### src/rtl/clkgen_pkg.sv
// constants shared by the base clock selector and its source switch
// assumes a 32-bit apb with byte addresses and 12 address bits
package clkgen_pkg;

    // printed register indices; byte address is four times the index
    localparam logic [7:0]  CTRL_IDX       = 8'h1C;
    localparam logic [7:0]  PROG_IDX       = 8'h1E;
    localparam int          ADDR_W         = 12;
    localparam logic [11:0] CTRL_ADDR      = {2'h0, CTRL_IDX, 2'h0};
    localparam logic [11:0] PROG_ADDR      = {2'h0, PROG_IDX, 2'h0};

    // pll control register fields
    localparam int          CTRL_IE_BIT    = 7;
    localparam int          CTRL_FLAG_BIT  = 6;
    localparam int          CTRL_ON_BIT    = 5;
    localparam int          CTRL_BCS_BIT   = 4;
    localparam logic [3:0]  CTRL_UNUSED_RD = 4'hF;

    // programming register fields: multiplier high nibble, range low
    localparam int          MUL_LSB        = 4;
    localparam int          RNG_LSB        = 0;
    localparam int          FIELD_W        = 4;
    localparam logic [3:0]  MUL_RESET      = 4'h6;
    localparam logic [3:0]  RNG_RESET      = 4'h6;
    localparam logic [3:0]  FIELD_ZERO     = 4'h0;
    localparam logic [3:0]  FIELD_ONE      = 4'h1;

    // source edges waited on each side of a source change
    localparam logic [1:0]  SWITCH_EDGES   = 2'h3;

    // switch states, gray along run -> drain -> old -> new -> run
    typedef enum logic [1:0] {
        SW_RUN   = 2'b00,
        SW_DRAIN = 2'b01,
        SW_OLD   = 2'b11,
        SW_NEW   = 2'b10
    } switch_state_e;

endpackage

### src/rtl/clock_source_switch.sv
// glitch-free source switch and divide-by-two for the base clock
// assumes both source clocks are far slower than sys_clk (below a quarter)
`timescale 1ns/10ps
module clock_source_switch (
    input  wire logic sys_clk,
    input  wire logic rst_b,
    input  wire logic crystal_clock,
    input  wire logic vco_clock,
    input  wire logic select_vco,
    output logic      base_clock_out,
    output logic      switch_busy
);

    logic [1:0] xtal_sync_r;
    logic [1:0] xtal_sync_nxt;
    logic [1:0] vco_sync_r;
    logic [1:0] vco_sync_nxt;
    logic       xtal_last_r;
    logic       xtal_last_nxt;
    logic       vco_last_r;
    logic       vco_last_nxt;
    logic       xtal_rise;
    logic       vco_rise;
    logic       cur_vco_r;
    logic       cur_vco_nxt;
    logic       out_r;
    logic       out_nxt;
    logic [1:0] cnt_r;
    logic [1:0] cnt_nxt;
    logic       old_rise;
    logic       new_rise;
    clkgen_pkg::switch_state_e state_r;
    clkgen_pkg::switch_state_e state_nxt;

    // sync stage one feeds only stage two; edges seen on stage two
    always_comb begin
        xtal_sync_nxt = {xtal_sync_r[0], crystal_clock};
        vco_sync_nxt  = {vco_sync_r[0], vco_clock};
        xtal_last_nxt = xtal_sync_r[1];
        vco_last_nxt  = vco_sync_r[1];
    end

    assign xtal_rise = xtal_sync_r[1] & ~xtal_last_r;
    assign vco_rise  = vco_sync_r[1] & ~vco_last_r;
    assign old_rise  = cur_vco_r ? vco_rise : xtal_rise;
    assign new_rise  = cur_vco_r ? xtal_rise : vco_rise;

    // divide by two on the live source; frozen low while switching
    always_comb begin
        state_nxt   = state_r;
        cnt_nxt     = cnt_r;
        cur_vco_nxt = cur_vco_r;
        out_nxt     = out_r;
        case (state_r)
            clkgen_pkg::SW_RUN: begin
                if (old_rise) begin
                    out_nxt = ~out_r;
                end
                if (select_vco != cur_vco_r) begin
                    state_nxt = clkgen_pkg::SW_DRAIN;
                end
            end
            clkgen_pkg::SW_DRAIN: begin
                // finish the high half so the freeze sits low
                if (!out_r) begin
                    state_nxt = clkgen_pkg::SW_OLD;
                    cnt_nxt   = '0;
                end else if (old_rise) begin
                    out_nxt = 1'b0;
                end
            end
            clkgen_pkg::SW_OLD: begin
                // old source gated off; let it run out its edges
                if (cnt_r == clkgen_pkg::SWITCH_EDGES) begin
                    state_nxt = clkgen_pkg::SW_NEW;
                    cnt_nxt   = '0;
                end else if (old_rise) begin
                    cnt_nxt = cnt_r + 2'h1;
                end
            end
            clkgen_pkg::SW_NEW: begin
                // output held static until the new source is counted in
                if (cnt_r == clkgen_pkg::SWITCH_EDGES) begin
                    state_nxt   = clkgen_pkg::SW_RUN;
                    cur_vco_nxt = ~cur_vco_r;
                    cnt_nxt     = '0;
                end else if (new_rise) begin
                    cnt_nxt = cnt_r + 2'h1;
                end
            end
            default: begin
                state_nxt = clkgen_pkg::SW_RUN;
                cnt_nxt   = '0;
            end
        endcase
    end

    always_ff @(posedge sys_clk or negedge rst_b) begin
        if (!rst_b) begin
            xtal_sync_r <= '0;
            vco_sync_r  <= '0;
            xtal_last_r <= 1'b0;
            vco_last_r  <= 1'b0;
            cur_vco_r   <= 1'b0;
            out_r       <= 1'b0;
            cnt_r       <= '0;
            state_r     <= clkgen_pkg::SW_RUN;
        end else begin
            xtal_sync_r <= xtal_sync_nxt;
            vco_sync_r  <= vco_sync_nxt;
            xtal_last_r <= xtal_last_nxt;
            vco_last_r  <= vco_last_nxt;
            cur_vco_r   <= cur_vco_nxt;
            out_r       <= out_nxt;
            cnt_r       <= cnt_nxt;
            state_r     <= state_nxt;
        end
    end

    assign base_clock_out = out_r;
    assign switch_busy    = (state_r != clkgen_pkg::SW_RUN);

endmodule // clock_source_switch

### src/rtl/pll_base_clock_selector.sv
// base clock selection, pll control interlocks and programming decode
// assumes an apb master on sys_clk; clocks and lock arrive from pins
`timescale 1ns/10ps
module pll_base_clock_selector (
    input  wire logic        sys_clk,
    input  wire logic        rst_b,
    // apb slave
    input  wire logic        psel,
    input  wire logic        penable,
    input  wire logic        pwrite,
    input  wire logic [11:0] paddr,
    input  wire logic [31:0] pwdata,
    output logic [31:0]      prdata,
    output logic             pready,
    output logic             pslverr,
    // clocks, system and analog side
    input  wire logic        crystal_clock,
    input  wire logic        vco_clock,
    input  wire logic        oscillator_enable_in,
    input  wire logic        stop_request,
    input  wire logic        pll_lock_in,
    output logic             base_clock_out,
    output logic             oscillator_run,
    output logic             pll_enable,
    output logic [3:0]       feedback_divider_n,
    output logic [3:0]       vco_range_l,
    output logic             pll_interrupt_request
);

    logic       bcs_r;
    logic       bcs_nxt;
    logic       on_r;
    logic       on_nxt;
    logic       ie_r;
    logic       ie_nxt;
    logic       flag_r;
    logic       flag_nxt;
    logic [3:0] mul_r;
    logic [3:0] mul_nxt;
    logic [3:0] rng_r;
    logic [3:0] rng_nxt;
    logic [1:0] lock_sync_r;
    logic [1:0] lock_sync_nxt;
    logic       lock_last_r;
    logic       lock_last_nxt;
    logic       irq_r;
    logic       irq_nxt;
    logic       osc_r;
    logic       osc_nxt;
    logic       pll_en_r;
    logic       pll_en_nxt;
    logic [3:0] n_r;
    logic [3:0] n_nxt;
    logic [3:0] l_r;
    logic [3:0] l_nxt;
    logic        pready_r;
    logic        pready_nxt;
    logic        pslverr_r;
    logic        pslverr_nxt;
    logic [31:0] prdata_r;
    logic [31:0] prdata_nxt;
    logic        access;
    logic        done;
    logic        wr_ctrl;
    logic        wr_prog;
    logic        rd_ctrl;
    logic        want_bcs;
    logic        want_on;
    logic        lock_toggle;
    logic        range_zero;
    logic        base_clk;
    logic [1:0]  hit;

    // address decode, used for both the answer and the register effects
    function automatic logic [1:0] decode(input logic [11:0] addr);
        decode = {addr == clkgen_pkg::PROG_ADDR,
                  addr == clkgen_pkg::CTRL_ADDR};
    endfunction

    // one wait state: pready rises in the second access cycle
    // decode once into a net; a select on a call result is not portable
    assign access  = psel & penable;
    assign hit     = decode(paddr);
    assign done    = access & pready_r;
    assign wr_ctrl = done & pwrite & hit[0];
    assign wr_prog = done & pwrite & hit[1];
    assign rd_ctrl = done & ~pwrite & hit[0];

    always_comb begin
        pready_nxt  = access & ~pready_r;
        pslverr_nxt = access & ~pready_r & (hit == 2'h0);
        prdata_nxt  = '0;
        if (access & ~pready_r & ~pwrite) begin
            if (hit[0]) begin
                prdata_nxt = {24'h0, ie_r, flag_r, on_r, bcs_r,
                              clkgen_pkg::CTRL_UNUSED_RD};
            end else if (hit[1]) begin
                prdata_nxt = {24'h0, mul_r, rng_r};
            end
        end
    end

    always_ff @(posedge sys_clk or negedge rst_b) begin
        if (!rst_b) begin
            pready_r  <= 1'b0;
            pslverr_r <= 1'b0;
            prdata_r  <= '0;
        end else begin
            pready_r  <= pready_nxt;
            pslverr_r <= pslverr_nxt;
            prdata_r  <= prdata_nxt;
        end
    end

    // lock input is a pin: two stages before the toggle detector
    assign lock_toggle = lock_sync_r[1] ^ lock_last_r;
    assign range_zero  = (rng_r == clkgen_pkg::FIELD_ZERO);
    assign want_bcs    = pwdata[clkgen_pkg::CTRL_BCS_BIT];
    assign want_on     = pwdata[clkgen_pkg::CTRL_ON_BIT];

    // control and programming registers with their interlocks
    always_comb begin
        lock_sync_nxt = {lock_sync_r[0], pll_lock_in};
        lock_last_nxt = lock_sync_r[1];
        bcs_nxt       = bcs_r;
        on_nxt        = on_r;
        ie_nxt        = ie_r;
        mul_nxt       = mul_r;
        rng_nxt       = rng_r;
        flag_nxt      = flag_r;
        if (wr_ctrl) begin
            ie_nxt = pwdata[clkgen_pkg::CTRL_IE_BIT];
            // both bits moving in one write: neither takes effect
            if ((want_on != on_r) && (want_bcs != bcs_r)) begin
                on_nxt  = on_r;
                bcs_nxt = bcs_r;
            end else begin
                // vco select needs pll on and a nonzero range
                if (want_bcs && on_r && !range_zero) begin
                    bcs_nxt = 1'b1;
                end else if (!want_bcs) begin
                    bcs_nxt = 1'b0;
                end
                // pll stays on while vco drives the base clock
                if (want_on || !bcs_r) begin
                    on_nxt = want_on;
                end
            end
        end
        // locked fields while the pll runs
        if (wr_prog && !on_r) begin
            mul_nxt = pwdata[clkgen_pkg::MUL_LSB +: clkgen_pkg::FIELD_W];
            rng_nxt = pwdata[clkgen_pkg::RNG_LSB +: clkgen_pkg::FIELD_W];
        end
        if (stop_request || range_zero) begin
            bcs_nxt = 1'b0;
        end
        // reading the control register clears the flag; a toggle wins
        if (rd_ctrl) begin
            flag_nxt = 1'b0;
        end
        if (lock_toggle) begin
            flag_nxt = 1'b1;
        end
    end

    // resets: pll on, base from crystal, both fields six
    always_ff @(posedge sys_clk or negedge rst_b) begin
        if (!rst_b) begin
            bcs_r       <= 1'b0;
            on_r        <= 1'b1;
            ie_r        <= 1'b0;
            flag_r      <= 1'b0;
            mul_r       <= clkgen_pkg::MUL_RESET;
            rng_r       <= clkgen_pkg::RNG_RESET;
            lock_sync_r <= '0;
            lock_last_r <= 1'b0;
        end else begin
            bcs_r       <= bcs_nxt;
            on_r        <= on_nxt;
            ie_r        <= ie_nxt;
            flag_r      <= flag_nxt;
            mul_r       <= mul_nxt;
            rng_r       <= rng_nxt;
            lock_sync_r <= lock_sync_nxt;
            lock_last_r <= lock_last_nxt;
        end
    end

    // analog-side controls, all registered
    always_comb begin
        irq_nxt    = flag_r & ie_r;
        osc_nxt    = oscillator_enable_in;
        // range zero shuts the loop down regardless of pll-on
        pll_en_nxt = on_r & oscillator_enable_in & ~range_zero;
        n_nxt      = (mul_r == clkgen_pkg::FIELD_ZERO) ?
                     clkgen_pkg::FIELD_ONE : mul_r;
        l_nxt      = rng_r;
    end

    always_ff @(posedge sys_clk or negedge rst_b) begin
        if (!rst_b) begin
            irq_r    <= 1'b0;
            osc_r    <= 1'b0;
            pll_en_r <= 1'b0;
            n_r      <= clkgen_pkg::MUL_RESET;
            l_r      <= clkgen_pkg::RNG_RESET;
        end else begin
            irq_r    <= irq_nxt;
            osc_r    <= osc_nxt;
            pll_en_r <= pll_en_nxt;
            n_r      <= n_nxt;
            l_r      <= l_nxt;
        end
    end

    // source switch; its output is already a flip-flop
    clock_source_switch u_switch (
        .sys_clk        (sys_clk),
        .rst_b          (rst_b),
        .crystal_clock  (crystal_clock),
        .vco_clock      (vco_clock),
        .select_vco     (bcs_r),
        .base_clock_out (base_clk),
        .switch_busy    ()
    );

    assign base_clock_out        = base_clk;
    assign oscillator_run        = osc_r;
    assign pll_enable            = pll_en_r;
    assign feedback_divider_n    = n_r;
    assign vco_range_l           = l_r;
    assign pll_interrupt_request = irq_r;
    assign prdata                = prdata_r;
    assign pready                = pready_r;
    assign pslverr               = pslverr_r;

endmodule // pll_base_clock_selector

### config.mk
export PLATFORM = sky130hd
export DESIGN_NAME = pll_base_clock_selector
export DESIGN_NICKNAME = d
export VERILOG_FILES = /design/src/rtl/clkgen_pkg.sv /design/src/rtl/clock_source_switch.sv /design/src/rtl/pll_base_clock_selector.sv
export SDC_FILE = /design/constraint.sdc
export NUM_CORES = 1
export LEC_CHECK = 0
export ABC_CLOCK_PERIOD_IN_PS = 2200
export BUFFER_PORTS_ARGS = -buffer_cell sky130_fd_sc_hd__buf_4
export CAP_MARGIN = 20
export CORE_UTILIZATION = 46
export DETAILED_ROUTE_END_ITERATION = 10
export PLACE_DENSITY_LB_ADDON = 0.15
export REMOVE_ABC_BUFFERS = 1
export SYNTH_ARGS = -nofsm -noshare
export SYNTH_HDL_FRONTEND = slang
export SYNTH_SLANG_ARGS = --single-unit
### constraint.sdc
create_clock -name sys_clk -period 2.2 [get_ports sys_clk]
set_input_delay 0.33 -clock sys_clk [delete_from_list [all_inputs] [get_ports sys_clk]]
set_output_delay 0.33 -clock sys_clk [all_outputs]
set_load 0.01 [all_outputs]
# Word-level counts from Yosys, hierarchy flattened
# Index checks and enable logic that the tools add are counted.
# W data, S select, Z words.
[word_totals] register_bits=72 input_bits=54 elab_cells=118
[op_classes] addsub=1 n_eq_ne=18 muxes=28 bitwise_logic=24 n_reduce_logical=23
[op_table] operator="$eq A12 B7 Y1 const B" count=2
[op_table] operator="$mux W8" count=3
[op_table] operator="$mux W2" count=9
[op_table] operator="$and A1 B1 Y1" count=15
[op_table] operator="$mux W1" count=12
[op_table] operator="$ne A2 B1 Y1 const B" count=5
[op_table] operator="$ne A3 B1 Y1 const B" count=3
[op_table] operator="$logic_not A4 Y1" count=2
[op_table] operator="$not A1 Y1" count=8
[op_table] operator="$pmux W2 S4" count=1
[op_table] operator="$reduce_and A4 Y1" count=2
[op_table] operator="$eq A2 B2 Y1 const B" count=3
[op_table] operator="$pmux W2 S3" count=1
[op_table] operator="$reduce_and A3 Y1" count=2
[op_table] operator="$reduce_bool A2 Y1" count=3
[op_table] operator="$logic_and A1 B1 Y1" count=4
[op_table] operator="$logic_not A2 Y1" count=2
[op_table] operator="$mux W4" count=1
[op_table] operator="$reduce_and A2 Y1" count=2
[op_table] operator="$logic_not A1 Y1" count=3
[op_table] operator="$ne A1 B1 Y1" count=3
[op_table] operator="$reduce_bool A3 Y1" count=1
[op_table] operator="$add A2 B1 Y2 const B" count=1
[op_table] operator="$eq A2 B1 Y1 const B" count=1
[op_table] operator="4 further kinds" count=5

# Depth between registers and ports, before layout
# Gate-level depths: netlist of the first run.
[depth] ltp_word=7 ltp_mapped=6

# Modules after synthesis
# Synthesis of the first run repeated with hierarchy kept, for this count alone.
[unflattened] cells_unflattened=167 hier_area_um2=2042.0
[modules_own_cells] module="pll_base_clock_selector" n_inst=1 cells_each=125 area_per_inst_um2=1549.0
[modules_own_cells] module="clock_source_switch" n_inst=1 cells_each=42 area_per_inst_um2=493.0

# Worst setup path before layout of the first run
# Ideal clock, no wire load.
[synth_path] kind="input port to flip-flop" start="in paddr[7]" end="reg rng_r[0], in the netlist l_nxt[0]" setup_time_ps=125 arrival_ps=1893 required_time_ps=2075 path_slack_ps=182 stages=5 path_cell_list="or4b_4 nor2_2 nand3_1 nor4b_4 mux2_2"
[synth_via] elab_chain_len=3
[synth_rtl] item="start: declaration" line_no="pll_base_clock_selector.sv:11" source="input wire logic [11:0] paddr,"
[synth_rtl] item="$eq A12 B7 Y1" line_no="pll_base_clock_selector.sv:76" source="decode = {addr == clkgen_pkg::PROG_ADDR,"
[synth_rtl] item="$and A1 B1 Y1" line_no="pll_base_clock_selector.sv:86" source="assign wr_prog = done & pwrite & hit[1];"
[synth_rtl] item="$logic_and A1 B1 Y1" line_no="pll_base_clock_selector.sv:151" source="if (wr_prog && !on_r) begin"
[synth_rtl] item="end signal: assignment" line_no="pll_base_clock_selector.sv:175" source="rng_r <= clkgen_pkg::RNG_RESET;"
[synth_rtl] item="end signal: assignment" line_no="pll_base_clock_selector.sv:184" source="rng_r <= rng_nxt;"
[synth_rtl] item="end: declaration" line_no="pll_base_clock_selector.sv:40" source="logic [3:0] rng_r;"
# Every way passes these cells.
# A chain may end at the register's enable or synchronous reset.

# Final worst setup path of the first run
[layout_path] start="in paddr[7]" end="reg mul_r[0]"
[layout_via] elab_chain_len=3
[layout_rtl] item="$eq A12 B7 Y1" line_no="pll_base_clock_selector.sv:76"
[layout_rtl] item="$and A1 B1 Y1" line_no="pll_base_clock_selector.sv:86"
[layout_rtl] item="$logic_and A1 B1 Y1" line_no="pll_base_clock_selector.sv:151"
[layout_rtl] item="end signal: assignment" line_no="pll_base_clock_selector.sv:174" source="mul_r <= clkgen_pkg::MUL_RESET;"
[layout_rtl] item="end signal: assignment" line_no="pll_base_clock_selector.sv:183" source="mul_r <= mul_nxt;"
[layout_rtl] item="end: declaration" line_no="pll_base_clock_selector.sv:38" source="logic [3:0] mul_r;"
# Every way passes these cells.

==> summary.md, run 1 <==
| Metric | Value |
|---|---|
| Fin util | 0.588 |
| Worst-margin pin slew | 0.723 ns |
| Worst-path clk slew | 0.09 ns |
| Clk Tree Root Cell | clkbuf_8 |
| Most common cell after layout, fill and taps aside | buf_4 |
| Place WS | 0.0499 ns |
| Largest net degree at the start of global routing | 49 |
| Htree depth | 2 |
| WP data required | 2.37 ns |
| Routed wire per std cell | 12.3 µm |
| Most frequent cells in the layout | 55 x buf_4, 39 x dfrtp_1, 24 x conb_1 |
| CTS tree | done |
| Power per cell area | 659 mW/mm² |
| Fin. Hold Viols | 0 |
| Worst-Skew Late Latency | 0.29 ns |
| Final Cycle Share | 0.846 |
| Setup CP Type | input port to register |
| Layout area overhead | 22.0% |
| Port Buffer Count | 51 |
| Minimum clock period | 1.86 ns |
| Max-cap viol count | 0 |
| Final ANT Viol Nets | 0 |
| Die width | 69.5 µm |
| Status | completed |
| Routed WL | 3.56 mm |
| CTS Hold Buffers Added | 0 |
| Postcts setup bufs | 0 |
| Antenna cells | 0 |
| Sequential area share after synthesis | 0.578 |
| Core area | 0.00435 mm² |
| Cell Count, Final, Fillers Out | 290 |
| Top FF cell, synth | dfrtp_1 |
| Layout cells sized above 1 | 0.361 |
| # setup viols final | 0 |
| Hold Slack | 0.0376 ns |
| Die H | 69.5 µm |
| Register bit count reported by yosys | 48 |
| Fmax | 0.538 GHz |
| Clock buffer depth | 2 |
| DRC Markers | 0 |
| Die Footprint | 0.00483 mm² |
| I/O pins | 100 |
| RSZ-0062 raised after global routing | false |
| Vias in the first global route | 1,351 |
| Initial drt markers | 105 |
| Fin area | 0.00256 mm² |
| Fin. max-slew vios | 0 |
| Total GRT Usage | 0.164 |
| Placed insts | 282 |
| Clock sinks | 48 |
| Final Power | 1.69 mW |
| PnR worst setup slack | 0.340 ns |
| Clock Skews | 0.00659 ns |
| Synth async-reset ratio | 1.00 |
| Syn Inst Count | 183 |
| Initial Util | 0.482 |
| Row count | 24 |
| Mapped cell area | 0.00210 mm² |
| Initial antenna violation count | 0 |
| DR pass1 iterations | 4 |
| Post-Syn Area per Cell | 11.5 µm² |
| Yosys cell types | 37 |
| DP HPWL | 2.56 mm |
| Peak VDD IR | 0.000323 V |
| Overflow after GRT | 0 |
| PostCTS Resize Cnt | 0 |
| DP Area | 0.00245 mm² |
| Fin nets | 292 |
| Pleak | 1.23 nW |
| First-pass GRT wire length | 6.31 mm |
| Warnings from Yosys | 0 |
| Setup TNS | 0 ns |
| Vias per inst | 4.85 |
| Routed vias | 1,406 |
| RD Place Congestion | 0.760 |
| EDFF count, synth | 0 |
| HP Class | input port to asynchronous set/reset pin |
| Crit path max fanout | 8 |
| CP Launch Type | input port |
| CTS Buf Count | 5 |
| CP Data Arrival Time | 2.03 ns |
| Slew HR | 0.512 |
| Critical Path End Type | register |
==> area by class of cell <==
cell class	instances	area [µm²]
clock inverters	2	35.0
multi-input cells	122	742
clock buffers	6	72.6
fillers	380	1800
inverters	5	18.8
repair buffers	55	413
flip-flops and latches	48	1210
well taps	52	65.1
==> sequential cells by signal, indices dropped and copies added, names as in the netlist, 2 cells and up <==
signal / flops
u_switch.xtal_sync_r: 2
feedback_divider_n: 4
u_switch.vco_sync_r: 2
prdata: 8
vco_range_l: 4
l_nxt: 4
u_switch.state_r: 2
mul_r: 4
u_switch.cnt_r: 2
lock_sync_r: 2
==> routing by layer <==
layer | track usage | wire [µm] | vias to the layer above
met3 | 0.0494 | 230 | 2
met2 | 0.260 | 1670 | 61
met5 | 0 | 0 | -
met4 | 0.0408 | 20 | 0
li1 | - | - | 675
met1 | 0.222 | 1650 | 668
==> Yosys cell counts, types with 2 or more instances <==
library cell	count	area share
nor2_1	18	0.032
a22oi_1	4	0.014
nand3_1	6	0.014
nand2_1	6	0.011
buf_4	25	0.089
nor3_1	6	0.014
nor2b_1	7	0.021
mux2_2	11	0.059
nand2b_1	5	0.015
o21ai_0	3	0.0072
clkbuf_1	6	0.011
o31ai_1	3	0.011
dfstp_2	9	0.11
xnor2_1	2	0.0084
a21boi_0	3	0.011
inv_1	5	0.0090
a21oi_1	6	0.014
dfrtp_1	39	0.47
==> where the power goes <==
group          total [mW]  switching (mW)  internal (mW)  leakage [nW]
registers           0.916          0.0131          0.903         0.600
logic               0.157          0.0836         0.0739         0.575
clock network       0.612           0.274          0.337        0.0552
==> worst paths after layout <==
kind | slack (ns) | cells past startpoint | end | from
setup / recovery | 0.34 | 7 | mul_r[0]$_DFFE_PN0P_ | paddr[7]
hold / removal | 0.04 | 1 | feedback_divider_n[3]$_DFF_PN0_ | rst_b
setup reg to reg | 0.38 | 6 | u_switch.cnt_r[0]$_DFFE_PN0P_ | u_switch.cnt_r[0]$_DFFE_PN0P_
hold reg to reg | 0.36 | 0 | lock_sync_r[1]$_DFF_PN0_ | lock_sync_r[0]$_DFF_PN0_
max in group asynchronous | 1.78 | 1 | mul_r[1]$_DFFE_PN1P_ | rst_b
min in group sys_clk | 0.14 | 1 | lock_sync_r[0]$_DFF_PN0_ | pll_lock_in
==> critical path, cell delays in order <==
cell     delay, ns
buf_4         0.11
or4b_4        0.56
nor2_2        0.11
nand3_1       0.13
nor4b_4       0.23
buf_4         0.22
mux2_2        0.35
==> logic make-up (layout without fill, tap and decap cells) <==
kind of cell,after synthesis,count (layout),share of synthesized area
AND/OR/NAND/NOR,57,57,0.150
flip-flops,48,48,0.578
buffers and inverters,36,68,0.109
AO/OA/AOI/OAI,26,26,0.0829
multiplexers,11,11,0.0591
XOR/XNOR,3,3,0.0125
adder cells (fa/ha/maj),1,1,0.00597
other,1,24,0.00179
(Power assumes the default switching activity.)
==> inputs of run 2 (changes only) <==
- ABC_CLOCK_PERIOD_IN_PS: 2200 -> 1750
- clock period: 2.2 -> 1.75 ns (I/O delays scaled with it)
==> summary.md, run 2 (synthesis gave the netlist of run 1 again) <==
| Metric | Value |
|---|---|
| HP Class | input port to register |
| DR pass1 iterations | 4 (unchanged) |
| # setup viols final | 0 (unchanged) |
| Max reg flops | 8 (unchanged) |
| Core area | 0.00435 mm² (unchanged) |
| PnR worst setup slack | 0.0439 ns (-0.296 ns) |
| Row count | 24 (unchanged) |
| Antenna cells | 0 (unchanged) |
| Peak VDD IR | 0.000403 V (+25%) |
| Int Pwr | 1.66 mW (+26%) |
| Routed vias | 1,410 (+0.28%) |
| Routed WL | 3.65 mm (+2.4%) |
| Critical path origin | paddr[7] |
| Switching pwr | 0.465 mW (+25%) |
| Port Buffer Count | 51 (unchanged) |
| Pleak | 1.26 nW (+2.6%) |
| CP Data Arrival Time | 1.89 ns (-0.14 ns) |
| Layout cells sized above 1 | 0.385 (+0.0239) |
| Final Power | 2.12 mW (+26%) |
| Clk Tree Root Cell | clkbuf_8 |
| Vias in the first global route | 1,364 (+0.96%) |
| Fmax | 0.586 GHz |
| Total GRT Usage | 0.162 (-0.00185) |
| Overflow after GRT | 0 (unchanged) |
| Critical Path End Type | register |
| Htree depth | 2 (unchanged) |
| CTS Buf Count | 5 (unchanged) |
| CP Launch Type | input port |
| Layout area overhead | 25.3% |
| Clock buffer depth | 2 (unchanged) |
| Routed wire per std cell | 12.3 µm (+0.34%) |
| Sw Ratio | 0.219 (-0.00126) |
| Fin. Hold Viols | 0 (unchanged) |
| Worst-Skew Late Latency | 0.29 ns (about the same) |
| Largest net degree at the start of global routing | 49 (unchanged) |
| Most common cell after layout, fill and taps aside | buf_4 |
| Most frequent cells in the layout | 59 x buf_4, 39 x dfrtp_1, 24 x conb_1 |
| Worst Setup EP | l_nxt[0]$_DFFE_PN0P_ |
| Place WS | -0.297 ns (-0.347 ns) |
| Vias per inst | 4.76 (-1.7%) |
| Sequential Power Share | 0.543 (about the same) |
| Final Cycle Share | 0.975 |
| FF-to-FF Start | u_switch.cnt_r[0]$_DFFE_PN0P_ |
| Postcts setup bufs | 0 (unchanged) |
| Clock sinks | 48 (unchanged) |
| Worst-margin pin slew | 0.570 ns (-0.152 ns) |
| Power per cell area | 808 mW/mm² (+23%) |
| DRC Markers | 0 (unchanged) |
| Setup CP Type | input port to register |
| Final ANT Viol Nets | 0 (unchanged) |
| CTS tree | done |
| RR Endpoint | u_switch.cnt_r[0]$_DFFE_PN0P_ |
| Slew HR | 0.620 (+0.108) |
| Crit path max fanout | 8 (unchanged) |
| Initial antenna violation count | 0 (unchanged) |
| Logic pwr share | 0.098 (+0.005) |
| DP HPWL | 2.63 mm (+2.7%) |
| Hold path start | pll_lock_in |
| Die H | 69.5 µm (unchanged) |
| Setup TNS | 0 ns (unchanged) |
| Clock group share of total power | 0.360 (-0.003) |
| Reg2reg setup slack | 0.13 ns (-0.25 ns) |
| I/O pins | 100 (unchanged) |
| Max-cap viol count | 0 (unchanged) |
| RD Place Congestion | 0.761 (+0.13%) |
| Minimum clock period | 1.71 ns |
| WP data required | 1.93 ns (-0.44 ns) |
| Fin nets | 298 (+2.1%) |
| Worst-path clk slew | 0.08 ns (about the same) |
| Status | completed |
| Clock Skews | 0.00545 ns (-0.00114 ns) |
| Initial Util | 0.482 (unchanged) |
| Initial drt markers | 134 (+28%) |
| Fin. max-slew vios | 0 (unchanged) |
| Reg2reg path depth | 6 (unchanged) |
| Die width | 69.5 µm (unchanged) |
| First-pass GRT wire length | 6.15 mm (-2.5%) |
| Die Footprint | 0.00483 mm² (unchanged) |
==> run 2: cell count changes in the layout (fill, tap and decap cells not counted), sizes merged <==
cell / delta
buf: +5
dlygate4sd3: +1
==> run 2: routing by layer <==
layer	wire length, µm	GRT usage	vias to the layer above
met3	248	0.0523	8
met1	1580	0.208	654
met4	65	0.0658	0
met5	0	0	-
met2	1760	0.256	61
li1	-	-	687
==> run 2: what timing repair did <==
item	4_1_cts	5_1_grt
gates resized for setup	0	6
setup endpoints to repair	0	6
hold buffers	1	0
hold endpoints to repair	39	0
==> run 2: power by group through the flow <==
stage	Combinational [mW]	Sequential [mW]	Clock, mW
5_1_grt	0.229	1.16	0.838
4_1_cts	0.204	1.15	0.790
6_report	0.208	1.15	0.763
3_3_place_gp	0.199	1.17	0
2_1_floorplan	0.0813	1.18	0
3_5_place_dp	0.203	1.17	0
==> run 2: critical path: stages <==
cell,delay [ns]
buf_4,0.11
or4b_4,0.53
nor2_2,0.10
nand3_1,0.12
nor4b_4,0.25
buf_6,0.18
mux2_2,0.33
==> run 2: cell type report <==
| type | instances | area (µm²) |
|---|---|---|
| clock buffers | 6 | 72.6 |
| well taps | 52 | 65.1 |
| clock inverters | 2 | 35.0 |
| fillers | 366 | 1730 |
| repair buffers | 61 | 464 |
| flip-flops and latches | 48 | 1210 |
| inverters | 5 | 18.8 |
| multi-input cells | 122 | 759 |
==> run 2: how the worst min path moves through the flow <==
stage	endpoint	cells after the start	slack [ns]
floorplan	bcs_r$_DFFE_PN0P_	0	-0.03
global placement	u_switch.cnt_r[0]$_DFFE_PN0P_	1	0.30
detailed placement	u_switch.state_r[1]$_DFFE_PN0P_	1	0.31
CTS	lock_sync_r[0]$_DFF_PN0_	1	0.06
global route	lock_sync_r[0]$_DFF_PN0_	1	0.05
finish	lock_sync_r[0]$_DFF_PN0_	1	0.07
==> run 2: metrics by stage <==
stage / util / cells / hold slack, ns / area [µm²]
after floorplan: - / 175 / -0.0331 / 1970
after detailed placement: 0.572 / 287 / 0.310 / 2490
after global placement: 0.572 / 287 / 0.304 / 2490
after CTS: 0.599 / 296 / 0.0583 / 2610
after global routing: 0.603 / 296 / 0.0476 / 2630
final: 0.603 / 296 / 0.0707 / 2630
==> inputs of run 3 (changes only) <==
- ABC_AREA: not set -> 1
==> summary.md, run 3 <==
| Metric | Value |
|---|---|
| Overflow after GRT | 0 (unchanged) |
| Most common cell after layout, fill and taps aside | nand2_1 |
| Yosys cell types | 28 (-24%) |
| Max-cap viol count | 0 (unchanged) |
| I/O pins | 100 (unchanged) |
| Cell Count, Final, Fillers Out | 344 (+16%) |
| Clock Skews | 0.00766 ns (+0.00221 ns) |
| Minimum clock period | 1.51 ns (-0.194 ns) |
| Worst-Skew Late Latency | 0.30 ns (about the same) |
| Power per cell area | 943 mW/mm² (+17%) |
| Worst-path clk slew | 0.09 ns (about the same) |
| Clk Tree Root Cell | clkbuf_8 |
| Die width | 70.4 µm (+1.2%) |
| Fin nets | 346 (+16%) |
| Port Buffer Count | 51 (unchanged) |
| Critical Path End Type | register |
| Highest Signal Layer | met4 |
| Crit path max fanout | 4 (-4) |
| Hold Slack | 0.0646 ns (-0.00619 ns) |
| DR pass1 iterations | 4 (unchanged) |
| Final Cycle Share | 0.864 (-0.111) |
| Die Footprint | 0.00495 mm² (+2.5%) |
| Initial drt markers | 132 (-1.5%) |
| Most common cell in the netlist | nand2_1 |
| Sequential area share after synthesis | 0.564 (-0.0145) |
| Met2 routed WL | 1.95 mm (+11%) |
| Clock sinks | 48 (unchanged) |
| Pleak | 1.40 nW (+11%) |
| Fin util | 0.596 (-0.00793) |
| Slew HR | 0.612 (-0.00769) |
| Fmax | 0.661 GHz (+13%) |
| Synth async-reset ratio | 1.00 (unchanged) |
| Fin. Hold Viols | 0 (unchanged) |
| Setup CP Type | register to register |
| CP max stage delay | 0.40 ns (-0.13 ns) |
| RSZ-0062 raised after global routing | false |
| Largest net degree at the start of global routing | 49 (unchanged) |
| Die H | 70.4 µm (+1.2%) |
| HP Class | input port to register |
| Most frequent cells in the layout | 61 x nand2_1, 54 x buf_4, 39 x dfrtp_1 |
| Layout cells sized above 1 | 0.264 (-0.122) |
| CP Data Arrival Time | 1.71 ns (-0.18 ns) |
| Top-area cell type share of the netlist area | 0.454 (-0.0116) |
| CTS tree | done |
| Top post-synthesis cells by count | 61 x nand2_1, 39 x dfrtp_1, 25 x inv_1 |
| Initial antenna violation count | 0 (unchanged) |
| Met3 WL | 219 µm (-12%) |
| Reg2reg setup slack | 0.24 ns (+0.11 ns) |
| Clock buffer depth | 2 (unchanged) |
| Vias per inst | 4.67 (-1.9%) |
| Critical Path, Cell by Cell | nand3_1, nor2_1, nand3_1, nand2_1, nand3_1, nand2_1, nand2_1 |
| Filler Cell Count | 405 (+11%) |
| Postcts setup bufs | 0 (unchanged) |
| Routed wire per std cell | 11.8 µm (-4.4%) |
| M1 WL | 1.82 mm (+15%) |
| Warnings from Yosys | 0 (unchanged) |
| Slowest-stage cell, CP | dfrtp_1 |
| Post-Syn Area per Cell | 9.19 µm² (-20%) |
| Peak VDD IR | 0.000428 V (+6.0%) |
| Antenna cells | 0 (unchanged) |
| PostCTS Resize Cnt | 0 (unchanged) |
| Fin. max-slew vios | 0 (unchanged) |
| Final ANT Viol Nets | 0 (unchanged) |
| Area contributors post-synth | dfrtp_1 45%, dfstp_2 11%, nand2_1 11%, buf_4 8.4%, inv_1 4.4% |
| WP data required | 1.94 ns (about the same) |
| Htree depth | 2 (unchanged) |
| Post-synth top area cell | dfrtp_1 |
| RD Place Congestion | 0.756 (-0.74%) |
| DP HPWL | 3.01 mm (+15%) |
| Max reg flops | 8 (unchanged) |
| First-pass GRT wire length | 6.98 mm (+14%) |
| Core area | 0.00441 mm² (+1.4%) |
| Top FF cell, synth | dfrtp_1 |
| Routed WL | 4.06 mm (+11%) |
| Routed vias | 1,607 (+14%) |
| Setup TNS | 0 ns (unchanged) |
| CP Launch Type | register |
| Register bit count reported by yosys | 48 (unchanged) |
| Layout area overhead | 22.2% |
| Final Power | 2.48 mW (+17%) |
| CTS Buf Count | 5 (unchanged) |
| Status | completed |
| Placed insts | 335 (+17%) |
| # setup viols final | 0 (unchanged) |
| Total GRT Usage | 0.186 (+0.0234) |
| Vias in the first global route | 1,500 (+10%) |
| Row count | 24 (unchanged) |
| Worst-margin pin slew | 0.582 ns (+0.0115 ns) |
| Initial Util | 0.487 (+0.00564) |
| EDFF count, synth | 0 (unchanged) |
| Mapped cell area | 0.00215 mm² (+2.6%) |
| DRC Markers | 0 (unchanged) |
| Syn Inst Count | 234 (+28%) |
-- run 3: cell count changes in the layout (fill, tap and decap cells not counted), sizes merged, moves of 6 or more --
cell / delta
nand2: +56
inv: +20
mux2: -11
o21ai: +9
nand3: +8
nor2b: -7
buf: -6
-- run 3: timing repair --
| action | 4_1_cts | 5_1_grt |
|---|---|---|
| hold endpoints to repair | 39 | 0 |
| setup endpoints to repair | 0 | 0 |
| hold buffers | 1 | 0 |
-- run 3: worst paths after layout --
kind / start / end / cells past startpoint
worst max-delay path: pready$_DFF_PN0_ / bcs_r$_DFFE_PN0P_ / 7
worst min-delay path: crystal_clock / u_switch.xtal_sync_r[0]$_DFF_PN0_ / 1
worst max register to register: pready$_DFF_PN0_ / bcs_r$_DFFE_PN0P_ / 7
worst min register to register: lock_sync_r[0]$_DFF_PN0_ / lock_sync_r[1]$_DFF_PN0_ / 0
max in group asynchronous: rst_b / u_switch.cnt_r[1]$_DFFE_PN0P_ / 2
min in group asynchronous: rst_b / prdata[7]$_DFF_PN0_ / 2
-- run 3: layout make-up --
cell class                 count  area (µm²)  area share
clock inverter                 2        35.0      0.0133
clock buffer                   6        72.6      0.0276
timing repair buffer          55         415       0.158
inverter                      25        93.8      0.0357
sequential                    48        1210       0.461
tap                           52        65.1      0.0248
multi-input combinational    156         734       0.279
-- run 3: cells by family after synthesis --
logic type	Yosys count	synth area share
simple gates	103	0.220
buf+inv	53	0.135
flops	48	0.564
compound gates	26	0.0657
xor+xnor	2	0.00815
fa+ha+maj	1	0.00582
other cells	1	0.00174
-- run 3: worst max-delay path, delay by kind of cell, from the launching register on --
family           cells  cell delay [ns]
and+or+nand+nor      7             1.00
DFF                  1             0.40
-- run 3: power breakdown --
| group | total [mW] | switching (mW) | internal [mW] |
|---|---|---|---|
| combinational | 0.434 | 0.245 | 0.189 |
| sequential | 1.27 | 0.0751 | 1.19 |
| clock | 0.775 | 0.351 | 0.424 |
| total | 2.48 | 0.671 | 1.81 |
-- run 3: stage by stage --
step                      instance area (µm²)  setup slack, ns
after floorplan                          2040            0.324
after global placement                   2510            0.198
after detailed placement                 2510            0.157
after CTS                                2630            0.244
after global routing                     2630           0.0471
final                                    2630            0.237
-- run 3: routing by layer --
metal / vias to the layer above / GRT usage
met1: 739 / 0.246
met4: 0 / 0.0667
li1: 799 / -
met3: 6 / 0.0491
met2: 63 / 0.293
met5: - / 0
